File: src/shared/csr_pkg.sv
// Package of constants and bundles for the CPU special register space
package csr_pkg;
   // Core register byte addresses
   localparam logic [7:0] CSR_A_STACK = 8'h81;
   localparam logic [7:0] CSR_A_PTR_LO = 8'h82;
   localparam logic [7:0] CSR_A_PTR_HI = 8'h83;
   localparam logic [7:0] CSR_A_POWER = 8'h87;
   localparam logic [7:0] CSR_A_PTR_SEL = 8'hA2;
   localparam logic [7:0] CSR_A_WCTRL = 8'hC0;
   localparam logic [7:0] CSR_A_STATUS = 8'hD0;
   localparam logic [7:0] CSR_A_ACC = 8'hE0;
   localparam logic [7:0] CSR_A_AUX = 8'hF0;
   // Page port location, and peripheral locations with a nonzero reset value
   localparam logic [7:0] CSR_A_PAGE = 8'hA0;
   localparam logic [7:0] CSR_A_GATE0 = 8'h98;
   localparam logic [7:0] CSR_A_GATE2 = 8'h9A;
   localparam logic [7:0] CSR_A_GATE3 = 8'h92;
   // Reset values
   localparam logic [7:0] CSR_RST_STACK = 8'h07;
   localparam logic [7:0] CSR_RST_ZERO = 8'h00;
   localparam logic [7:0] CSR_RST_GATE0 = 8'h70;
   localparam logic [7:0] CSR_RST_GATE2 = 8'h07;
   localparam logic [7:0] CSR_RST_GATE3 = 8'h01;
   // Field positions
   localparam int CSR_WC_BOOT = 6;
   localparam int CSR_WC_LOWPWR = 2;
   localparam int CSR_WC_FIXED1 = 1;
   localparam int CSR_ST_CY = 7;
   localparam int CSR_ST_AC = 6;
   localparam int CSR_ST_F0 = 5;
   localparam int CSR_ST_BANK_HI = 4;
   localparam int CSR_ST_BANK_LO = 3;
   localparam int CSR_ST_OV = 2;
   localparam int CSR_ST_F1 = 1;
   localparam int CSR_ST_PAR = 0;
   localparam int CSR_PC_SLEEP = 1;
   localparam int CSR_PC_IDLE = 0;
   localparam int CSR_PS_CHOICE = 0;
   // Bit address split: byte part above, bit index below
   localparam int CSR_BIT_IDX_W = 3;
   localparam int CSR_PER_DEPTH = 128;

   // Byte access from the instruction stream
   typedef struct packed {
      logic rd;
      logic wr;
      logic [7:0] addr;
      logic [7:0] wdata;
   } csr_byte_req_t;

   // Single-bit access from the instruction stream
   typedef struct packed {
      logic rd;
      logic wr;
      logic [7:0] addr;
      logic wdata;
   } csr_bit_req_t;

   // Core datapath operations acting on core registers
   typedef struct packed {
      logic acc_wr;
      logic [7:0] acc_data;
      logic flag_wr;
      logic cy;
      logic ac;
      logic ov;
      logic mul;
      logic div;
      logic push;
      logic pop;
      logic ptr_inc;
      logic ptr_load;
      logic [15:0] ptr_data;
   } csr_core_op_t;

   // Write notice to peripherals owning a placed location
   typedef struct packed {
      logic valid;
      logic [7:0] addr;
      logic [7:0] data;
   } csr_per_wr_t;
endpackage

File: src/design/csr_space.sv
// CPU special register space: decoder, core registers and placed peripheral storage
`timescale 1ns/1ps
module csr_space
   import csr_pkg::*;
(
   // Clock and reset
   input wire logic i_clk,
   input wire logic i_resetn,
   // Byte and bit access from the instruction stream
   input wire csr_byte_req_t i_byte_req,
   input wire csr_bit_req_t i_bit_req,
   output logic [7:0] o_rdata,
   output logic o_bit_rdata,
   output logic o_rvalid,
   // Core datapath operations
   input wire csr_core_op_t i_core_op,
   // Wake events from the interrupt logic
   input wire logic i_ext_wake,
   input wire logic i_per_wake,
   // Mode select pin
   input wire logic i_mode_select_pin,
   // State shown to the core and the system
   output logic [7:0] o_acc,
   output logic [7:0] o_stack_ptr,
   output logic [15:0] o_data_ptr,
   output logic [1:0] o_bank_select_field,
   output logic [7:0] o_page_address_port,
   output logic o_nvm_low_power_enable,
   output logic o_power_down,
   output logic o_cpu_clk_stop,
   // Writes forwarded to peripheral owners
   output csr_per_wr_t o_per_wr
);

   // Location decode for the peripherals placed in the map
   function automatic logic is_periph(input logic [7:0] a);
      case (a)
         8'h98, 8'h99, 8'h9A, 8'h92: is_periph = 1'b1;
         8'hA8, 8'hB8, 8'hE8, 8'hE9, 8'hF8, 8'hF9, 8'h91, 8'hD8: is_periph = 1'b1;
         8'h88, 8'h89, 8'h8A, 8'h8B, 8'h8C, 8'h8D, 8'hA9: is_periph = 1'b1;
         8'hAA, 8'hAB, 8'hAC, 8'hAD: is_periph = 1'b1;
         8'hD2: is_periph = 1'b1;
         8'h80, 8'h90, 8'hA0, 8'hB0, 8'hB1, 8'hB2, 8'hB4: is_periph = 1'b1;
         8'hB9, 8'hBA, 8'hBC, 8'hC1, 8'hC2, 8'hC4, 8'hD9, 8'hDA, 8'hDC: is_periph = 1'b1;
         8'hE1, 8'hE2, 8'hE4, 8'hEA, 8'hEB, 8'hEC, 8'hED: is_periph = 1'b1;
         8'hF2, 8'hF3, 8'hF4, 8'hF5, 8'hFA, 8'hFB, 8'hFC, 8'hFD: is_periph = 1'b1;
         default: is_periph = 1'b0;
      endcase
   endfunction

   // Location decode for registers held in the core
   function automatic logic is_core(input logic [7:0] a);
      is_core = (a == CSR_A_STACK) || (a == CSR_A_PTR_LO) || (a == CSR_A_PTR_HI) ||
                (a == CSR_A_POWER) || (a == CSR_A_PTR_SEL) || (a == CSR_A_WCTRL) ||
                (a == CSR_A_STATUS) || (a == CSR_A_ACC) || (a == CSR_A_AUX);
   endfunction

   // Reset value of a placed peripheral slot
   function automatic logic [7:0] per_reset(input logic [7:0] a);
      if (a == CSR_A_GATE0)
         per_reset = CSR_RST_GATE0;
      else if (a == CSR_A_GATE2)
         per_reset = CSR_RST_GATE2;
      else if (a == CSR_A_GATE3)
         per_reset = CSR_RST_GATE3;
      else
         per_reset = CSR_RST_ZERO;
   endfunction

   // Core registers
   logic [7:0] acc_q; // Accumulator
   logic [7:0] aux_q; // Multiply/divide auxiliary
   logic [7:0] status_q; // Status word, parity slot unused
   logic [7:0] sp_q; // Stack pointer
   logic [15:0] ptr_q [0:1]; // Two physical data pointers
   logic choice_q; // Pointer choice bit
   logic lowpwr_q; // Low-power fetch enable
   logic sleep_q; // Sleep request bit
   logic idle_q; // CPU clock stop bit
   logic [7:0] per_mem_q [0:CSR_PER_DEPTH-1]; // Placed peripheral bytes
   logic mode_meta_q; // Pin synchroniser, first stage
   logic boot_q; // Pin synchroniser, second stage

   // Merged write path
   logic wr_en;
   logic [7:0] wr_addr;
   logic [7:0] wr_data;
   logic [7:0] bit_byte_addr;
   logic [2:0] bit_idx;
   logic [7:0] bit_old;
   logic [7:0] rd_view;
   logic parity;
   logic [15:0] product;
   logic [15:0] ptr_d [0:1];
   logic choice_d;

   // Parity of the accumulator, read through the status word
   assign parity = ^acc_q;
   assign product = acc_q * aux_q;

   // Bit address splits into byte address and bit index
   assign bit_byte_addr = {i_bit_req.addr[7:CSR_BIT_IDX_W], 3'h0};
   assign bit_idx = i_bit_req.addr[CSR_BIT_IDX_W-1:0];

   // Read view of one byte location, zero where nothing exists
   function automatic logic [7:0] view(input logic [7:0] a);
      logic [7:0] v;
      v = 8'h00;
      if (a == CSR_A_STACK)
         v = sp_q;
      else if (a == CSR_A_PTR_LO)
         v = ptr_q[choice_q][7:0];
      else if (a == CSR_A_PTR_HI)
         v = ptr_q[choice_q][15:8];
      else if (a == CSR_A_POWER)
      begin
         v[CSR_PC_SLEEP] = sleep_q;
         v[CSR_PC_IDLE] = idle_q;
      end
      else if (a == CSR_A_PTR_SEL)
         v[CSR_PS_CHOICE] = choice_q;
      else if (a == CSR_A_WCTRL)
      begin
         v[CSR_WC_BOOT] = boot_q;
         v[CSR_WC_LOWPWR] = lowpwr_q;
         v[CSR_WC_FIXED1] = 1'b1;
      end
      else if (a == CSR_A_STATUS)
      begin
         v = status_q;
         v[CSR_ST_PAR] = parity;
      end
      else if (a == CSR_A_ACC)
         v = acc_q;
      else if (a == CSR_A_AUX)
         v = aux_q;
      else if (is_periph(a))
         v = per_mem_q[a[6:0]];
      view = v;
   endfunction

   // Byte write wins; a bit write is a read-modify-write of its byte
   always_comb
   begin
      bit_old = view(bit_byte_addr);
      rd_view = view(i_byte_req.addr);
      wr_en = 1'b0;
      wr_addr = i_byte_req.addr;
      wr_data = i_byte_req.wdata;
      if (i_byte_req.wr && i_byte_req.addr[7])
         wr_en = 1'b1;
      else if (i_bit_req.wr && i_bit_req.addr[7])
      begin
         wr_en = 1'b1;
         wr_addr = bit_byte_addr;
         wr_data = bit_old;
         wr_data[bit_idx] = i_bit_req.wdata;
      end
   end

   // Read answer one cycle after the request
   always_ff @(posedge i_clk or negedge i_resetn)
   begin
      if (!i_resetn)
      begin
         o_rdata <= 8'h00;
         o_bit_rdata <= 1'b0;
         o_rvalid <= 1'b0;
      end
      else
      begin
         o_rvalid <= i_byte_req.rd || i_bit_req.rd;
         o_rdata <= rd_view;
         o_bit_rdata <= bit_old[bit_idx];
      end
   end

   // Mode select pin synchroniser; boot flag follows the pin level
   always_ff @(posedge i_clk or negedge i_resetn)
   begin
      if (!i_resetn)
      begin
         mode_meta_q <= 1'b0;
         boot_q <= 1'b0;
      end
      else
      begin
         mode_meta_q <= i_mode_select_pin;
         boot_q <= mode_meta_q;
      end
   end

   // Accumulator and auxiliary register; no clear other than reset
   always_ff @(posedge i_clk or negedge i_resetn)
   begin
      if (!i_resetn)
      begin
         acc_q <= CSR_RST_ZERO;
         aux_q <= CSR_RST_ZERO;
      end
      else if (wr_en && (wr_addr == CSR_A_ACC))
         acc_q <= wr_data;
      else if (wr_en && (wr_addr == CSR_A_AUX))
         aux_q <= wr_data;
      else if (i_core_op.mul)
      begin
         acc_q <= product[7:0];
         aux_q <= product[15:8];
      end
      else if (i_core_op.div && (acc_q != 8'h00))
      begin
         acc_q <= aux_q / acc_q;
         aux_q <= aux_q % acc_q;
      end
      else if (i_core_op.acc_wr)
         acc_q <= i_core_op.acc_data;
   end

   // Status word: software write, then arithmetic flag updates
   always_ff @(posedge i_clk or negedge i_resetn)
   begin
      if (!i_resetn)
         status_q <= CSR_RST_ZERO;
      else if (wr_en && (wr_addr == CSR_A_STATUS))
         status_q <= wr_data;
      else if (i_core_op.mul || i_core_op.div)
      begin
         status_q[CSR_ST_CY] <= 1'b0;
         // Overflow on a wide product or a zero divisor
         status_q[CSR_ST_OV] <= i_core_op.mul ? (product[15:8] != 8'h00) : (acc_q == 8'h00);
      end
      else if (i_core_op.flag_wr)
      begin
         status_q[CSR_ST_CY] <= i_core_op.cy;
         status_q[CSR_ST_AC] <= i_core_op.ac;
         status_q[CSR_ST_OV] <= i_core_op.ov;
      end
   end

   // Stack pointer: push increments before the store, pop after the read
   always_ff @(posedge i_clk or negedge i_resetn)
   begin
      if (!i_resetn)
         sp_q <= CSR_RST_STACK;
      else if (wr_en && (wr_addr == CSR_A_STACK))
         sp_q <= wr_data;
      else if (i_core_op.push)
         sp_q <= sp_q + 8'h01;
      else if (i_core_op.pop)
         sp_q <= sp_q - 8'h01;
   end

   // Next values of both data pointers and the choice bit
   always_comb
   begin
      ptr_d[0] = ptr_q[0];
      ptr_d[1] = ptr_q[1];
      choice_d = choice_q;
      if (wr_en && (wr_addr == CSR_A_PTR_SEL))
         choice_d = wr_data[CSR_PS_CHOICE];
      else if (wr_en && (wr_addr == CSR_A_PTR_LO))
         ptr_d[choice_q][7:0] = wr_data;
      else if (wr_en && (wr_addr == CSR_A_PTR_HI))
         ptr_d[choice_q][15:8] = wr_data;
      else if (i_core_op.ptr_load)
         ptr_d[choice_q] = i_core_op.ptr_data;
      else if (i_core_op.ptr_inc)
         ptr_d[choice_q] = ptr_q[choice_q] + 16'h0001;
   end

   // Data pointer storage and the visible pointer copy
   always_ff @(posedge i_clk or negedge i_resetn)
   begin
      if (!i_resetn)
      begin
         ptr_q[0] <= {CSR_RST_ZERO, CSR_RST_ZERO};
         ptr_q[1] <= {CSR_RST_ZERO, CSR_RST_ZERO};
         choice_q <= 1'b0;
         o_data_ptr <= {CSR_RST_ZERO, CSR_RST_ZERO};
      end
      else
      begin
         ptr_q[0] <= ptr_d[0];
         ptr_q[1] <= ptr_d[1];
         choice_q <= choice_d;
         o_data_ptr <= ptr_d[choice_d];
      end
   end

   // Power control; a software set in the wake cycle wins
   always_ff @(posedge i_clk or negedge i_resetn)
   begin
      if (!i_resetn)
      begin
         sleep_q <= 1'b0;
         idle_q <= 1'b0;
      end
      else
      begin
         if (wr_en && (wr_addr == CSR_A_POWER) && wr_data[CSR_PC_SLEEP])
            sleep_q <= 1'b1;
         else if (i_ext_wake || (wr_en && (wr_addr == CSR_A_POWER)))
            sleep_q <= 1'b0;
         if (wr_en && (wr_addr == CSR_A_POWER) && wr_data[CSR_PC_IDLE])
            idle_q <= 1'b1;
         else if (i_per_wake || (wr_en && (wr_addr == CSR_A_POWER)))
            idle_q <= 1'b0;
      end
   end

   // Write control: only the low-power bit is writable
   always_ff @(posedge i_clk or negedge i_resetn)
   begin
      if (!i_resetn)
         lowpwr_q <= 1'b0;
      else if (wr_en && (wr_addr == CSR_A_WCTRL))
         lowpwr_q <= wr_data[CSR_WC_LOWPWR];
   end

   // Placed peripheral storage; empty locations take no write
   always_ff @(posedge i_clk or negedge i_resetn)
   begin
      if (!i_resetn)
      begin
         for (int i = 0; i < CSR_PER_DEPTH; i++)
            per_mem_q[i] <= per_reset(8'(i + CSR_PER_DEPTH));
      end
      else if (wr_en && is_periph(wr_addr))
         per_mem_q[wr_addr[6:0]] <= wr_data;
   end

   // Forward peripheral writes to their owners
   always_ff @(posedge i_clk or negedge i_resetn)
   begin
      if (!i_resetn)
         o_per_wr <= '0;
      else
      begin
         o_per_wr.valid <= wr_en && is_periph(wr_addr);
         o_per_wr.addr <= wr_addr;
         o_per_wr.data <= wr_data;
      end
   end

   // Registered state outputs
   always_ff @(posedge i_clk or negedge i_resetn)
   begin
      if (!i_resetn)
      begin
         o_acc <= CSR_RST_ZERO;
         o_stack_ptr <= CSR_RST_STACK;
         o_bank_select_field <= 2'h0;
         o_page_address_port <= CSR_RST_ZERO;
         o_nvm_low_power_enable <= 1'b0;
         o_power_down <= 1'b0;
         o_cpu_clk_stop <= 1'b0;
      end
      else
      begin
         o_acc <= acc_q;
         o_stack_ptr <= sp_q;
         o_bank_select_field <= status_q[CSR_ST_BANK_HI:CSR_ST_BANK_LO];
         o_page_address_port <= per_mem_q[CSR_A_PAGE[6:0]];
         o_nvm_low_power_enable <= lowpwr_q;
         o_power_down <= sleep_q;
         o_cpu_clk_stop <= idle_q;
      end
   end

   // Checks
   property p_empty_read;
      @(posedge i_clk) disable iff (!i_resetn)
      (i_byte_req.rd && !is_core(i_byte_req.addr) && !is_periph(i_byte_req.addr))
         |=> (o_rvalid && (o_rdata == 8'h00));
   endproperty
   a_empty_read: assert property (p_empty_read) else $error("empty read not zero");

   property p_empty_write;
      @(posedge i_clk) disable iff (!i_resetn)
      (i_byte_req.wr && i_byte_req.addr[7] && !is_core(i_byte_req.addr)
         && !is_periph(i_byte_req.addr)) |=> !o_per_wr.valid;
   endproperty
   a_empty_write: assert property (p_empty_write) else $error("empty write stored");

   property p_bit_write;
      @(posedge i_clk) disable iff (!i_resetn)
      (i_bit_req.wr && !i_byte_req.wr && (bit_byte_addr == CSR_A_AUX))
         |=> (aux_q[$past(bit_idx)] == $past(i_bit_req.wdata));
   endproperty
   a_bit_write: assert property (p_bit_write) else $error("bit write lost");

   property p_parity;
      @(posedge i_clk) disable iff (!i_resetn)
      (i_byte_req.rd && (i_byte_req.addr == CSR_A_STATUS))
         |=> (o_rdata[CSR_ST_PAR] == ^$past(acc_q));
   endproperty
   a_parity: assert property (p_parity) else $error("parity wrong");

   property p_push;
      @(posedge i_clk) disable iff (!i_resetn)
      (i_core_op.push && !wr_en) |=> ##1 (o_stack_ptr == $past(sp_q, 2) + 8'h01);
   endproperty
   a_push: assert property (p_push) else $error("push did not increment");

   property p_mul;
      @(posedge i_clk) disable iff (!i_resetn)
      (i_core_op.mul && !wr_en) |=> ({aux_q, acc_q} == $past(product));
   endproperty
   a_mul: assert property (p_mul) else $error("product misplaced");

   property p_div;
      @(posedge i_clk) disable iff (!i_resetn)
      (i_core_op.div && !i_core_op.mul && !wr_en && (acc_q != 8'h00))
         |=> ((acc_q == $past(aux_q) / $past(acc_q)) && (aux_q == $past(aux_q) % $past(acc_q)));
   endproperty
   a_div: assert property (p_div) else $error("divide result wrong");

   property p_sel_read;
      @(posedge i_clk) disable iff (!i_resetn)
      (i_byte_req.rd && (i_byte_req.addr == CSR_A_PTR_SEL))
         |=> ((o_rdata[7:1] == 7'h00) && (o_rdata[0] == $past(choice_q)));
   endproperty
   a_sel_read: assert property (p_sel_read) else $error("choice read wrong");

   property p_sleep_wake;
      @(posedge i_clk) disable iff (!i_resetn)
      (sleep_q && i_ext_wake && !wr_en) |=> ##1 !o_power_down;
   endproperty
   a_sleep_wake: assert property (p_sleep_wake) else $error("sleep not cleared");

   property p_idle_wake;
      @(posedge i_clk) disable iff (!i_resetn)
      (idle_q && i_per_wake && !wr_en) |=> ##1 !o_cpu_clk_stop;
   endproperty
   a_idle_wake: assert property (p_idle_wake) else $error("idle not cleared");

   property p_boot_flag;
      @(posedge i_clk) disable iff (!i_resetn)
      // One spare cycle so a release of reset with the pin high cannot fire it
      i_mode_select_pin [*3] |=> boot_q;
   endproperty
   a_boot_flag: assert property (p_boot_flag) else $error("boot flag not set");

endmodule

File: config.mk
export PLATFORM = sky130hd
export DESIGN_NAME = csr_space
export DESIGN_NICKNAME = d
export VERILOG_FILES = /design/src/shared/csr_pkg.sv /design/src/design/csr_space.sv
export SDC_FILE = /design/constraint.sdc
export NUM_CORES = 2
export LEC_CHECK = 0
export ABC_AREA = 1
export BUFFER_PORTS_ARGS = -buffer_cell sky130_fd_sc_hd__buf_2
export CORE_MARGIN = 2
export CORE_UTILIZATION = 30
export CTS_CLUSTER_SIZE = 8
export DETAILED_ROUTE_END_ITERATION = 10
export PLACE_DENSITY_LB_ADDON = 0.2
export SLEW_MARGIN = 30
export SYNTH_ARGS = -nofsm -noshare
export SYNTH_HDL_FRONTEND = slang
export SYNTH_SLANG_ARGS = --single-unit
File: constraint.sdc
create_clock -name i_clk -period 20.5 [get_ports i_clk]
set_clock_uncertainty 0.05 [all_clocks]
set_input_delay 4.1 -clock i_clk [delete_from_list [all_inputs] [get_ports i_clk]]
set_output_delay 4.1 -clock i_clk [all_outputs]
set_load 0.05 [all_outputs]
==> flow_metrics.py <==
metrics = {
    "outcome": {
        "status": "finished, final reports clean",
    },
    "synth": {
        "synthTopCellsByCount": "1942 x nand2_1, 1152 x dfrtp_1, 1103 x o21ai_0, 722 x inv_1, 563 x a21oi_1",
        "synth_area_leaders": "dfrtp_1 47%, nand2_1 12%, o21ai_0 8.9%",
        "synthMostInstantiatedCell": "nand2_1",
        "synth_top_cell_area_share_pct": 46.7,
        "yosysTopAreaCell": "dfrtp_1",
        "synth_cell_type_count": 63,
        "synth-main-ff-cell": "dfrtp_1",
        "yosysSeqAreaShare_pct": 47.2,
        "synth-edff-count": 0,
        "syn-num-nets": 8222,
        "async_flop_share_pct": 100,
        "synth_seq_cells": 1165,
        "netlist_area_sq_um": 61700,
        "synth_cells": 8010,
        "synth_warnings": 0,
        "avgSynthCellArea_sq_um": 7.71,
    },
    "route": {
        "wirelength_microns": 238000,
        "antenna_left": 0,
        "wire_per_inst_microns": 22.6,
        "drtIter0Drc": 5751,
        "drt_first_pass_iters": 8,
        "viasPerCell": 5.18,
        "vias": 54632,
        "post-route-drc-count": 0,
    },
    "timing": {
        "relSlewSlack_pct": 21.3,
        "finalSetupViolCount": 0,
        "final.min_clock_period_ps": 13300,
        "tns_ps": 0,
        "hold_violations": 0,
        "fmax_ghz": 0.0752,
        "worst_slew_pin_slew_ps": 1180,
        "rsz0062_at_grt": "no",
        "post-route-period-util_pct": 64.9,
        "maxSlewViolCount": 0,
    },
    "cells_and_area": {
        "final_net_count": 8017,
        "area_growth_pct": 11.4,
        "layout-drive-gt1-share_pct": 7.97,
    },
    "critical_path": {
        "cp.arrival_ps": 13940,
        "cp-end-kind": "flop",
        "critPathMaxStageDelay_ps": 590,
        "path_max_fanout": 13,
        "critPathSlowestCell": "dfrtp_1",
        "start_kind": "flop",
        "critical_path_class": "reg -> reg",
        "critPathMostFrequentCell": "nand2_1",
        "cp.required_ps": 21130,
    },
    "power_and_ir_drop": {
        "max-vdd-ir-drop_mv": 0.156,
        "leakagePower_nw": 32.0,
        "report.power.total_mw": 9.00,
        "cellPowerDensity_nw_per_um2": 131,
    },
    "global_route": {
        "grtUsageTotal_pct": 22.4,
        "overflow": 0,
        "grt_start_max_net_pins": 172,
        "grt_pass1_vias": 51978,
        "grt_pass1_wl_microns": 355000,
        "antenna_found_initial": 5,
    },
    "placed_design": {
        "port_buffers": 140,
        "gp_congestion": 0.896,
        "hpwl_microns": 151000,
    },
    "die": {
        "die_h_microns": 458,
        "die_w_microns": 458,
        "ios": 141,
        "num_rows": 166,
        "fp.coreArea_sq_um": 205000,
        "die_area_sq_um": 209000,
        "initial_core_util_pct": 30.2,
    },
    "min_path": {
        "min_path_type": "reg -> reg",
    },
    "cts": {
        "h-tree-depth": 4,
        "clkTransAtPathRegs_ps": 60,
        "clkSinkCount": 1165,
        "clk_latency_ps": 820,
        "clockBufferDepth": 3,
        "cts_buffers": 165,
        "post_cts_buffers": 0,
        "cts_resized": 0,
        "cts_tree": "done",
        "root_buffer": "clkbuf_16",
        "cts_hold_buf": 0,
    },
    "run": {
        "cap_violations": 0,
    },
}
metrics by stage:
step	cell area [sq um]	worst slack (ps)	std cells	hold WS [ps]	util, %
2_1_floorplan	61700	10270	8010	281	-
3_3_place_gp	64200	7170	10326	310	31.4
3_5_place_dp	64200	7160	10326	311	31.4
4_1_cts	68800	7120	10546	322	33.6
5_1_grt	68800	5560	10550	327	33.6
6_report	68800	7200	10550	319	33.6
power breakdown:
group	total (mW)	internal [mW]	switching, mW
Combinational	3.63	1.23	2.40
Sequential	2.80	2.59	0.214
Clock	2.56	1.48	1.08
worst paths after layout:
check / slack, ps / from / endpoint / cells past startpoint
setup / recovery: 7200 / acc_q[7]$_DFFE_PN0P_ / aux_q[7]$_DFFE_PN0P_ / 77
hold / removal: 320 / per_mem_q[393]$_DFFE_PN0P_ / per_mem_q[393]$_DFFE_PN0P_ / 0
setup reg to reg: 7200 / acc_q[7]$_DFFE_PN0P_ / aux_q[7]$_DFFE_PN0P_ / 77
hold reg to reg: 320 / per_mem_q[393]$_DFFE_PN0P_ / per_mem_q[393]$_DFFE_PN0P_ / 0
max in group asynchronous: 14090 / i_resetn / per_mem_q[634]$_DFFE_PN0P_ / 4
min in group asynchronous: 3180 / i_resetn / per_mem_q[780]$_DFFE_PN0P_ / 1
critical path, delay by kind of cell (launching register included):
family	cells	cell delay, ps
flops	1	590
simple gates	43	5220
fa+ha+maj	8	2550
buf+inv	10	1750
compound gates	16	3000
metal layers:
metal  wire length (microns)  GRT usage, %  vias up
met3                   14700          3.29      379
met2                  106000          34.6     1784
li1                        -             -    25671
met5                       0             0        -
met4                    9290          8.41        0
met1                  108000          31.7    26798
registers in the layout, indices dropped and copies added (netlist names), 2 cells and up:
signal,flops
acc_q,8
o_per_wr,17
o_rdata,8
o_stack_ptr,8
aux_q,8
o_page_address_port,8
o_data_ptr,16
o_acc,8
per_mem_q,1024
sp_q,8
ptr_q,32
status_q,7
o_bank_select_field,2
cell usage in the layout (no fill, tap or decap), types with 66 or more instances in the layout:
master,n
ha_1,105
o21ai_1,447
o21ai_0,1103
dfrtp_1,1151
nor2_1,428
nand3_1,366
o211ai_1,103
inv_1,717
nand2_1,1934
buf_2,134
buf_4,66
clkbuf_16,167
a21oi_1,563
final cells by class:
| class | instances | area, sq um |
|---|---|---|
| Inverter | 772 | 2960 |
| Sequential cell | 1165 | 29200 |
| Multi-Input combinational cell | 5488 | 27300 |
| Tap cell | 2688 | 3360 |
| Fill cell | 21670 | 136000 |
| Antenna cell | 4 | 10.0 |
| Clock buffer | 207 | 4370 |
| Clock inverter | 13 | 230 |
| Timing Repair Buffer | 213 | 1390 |
cells by family (layout without fill, tap and decap cells):
kind of cell | after synthesis | count (layout) | share of synthesized area (%)
flops | 1165 | 1165 | 47.2
fa+ha+maj | 143 | 143 | 3.36
buf+inv | 1357 | 1205 | 8.68
other cells | 0 | 4 | 0
compound gates | 2334 | 2334 | 19.8
xor+xnor | 47 | 47 | 0.667
simple gates | 2964 | 2964 | 20.3
Note: power is estimated with default switching activity, not from simulation.
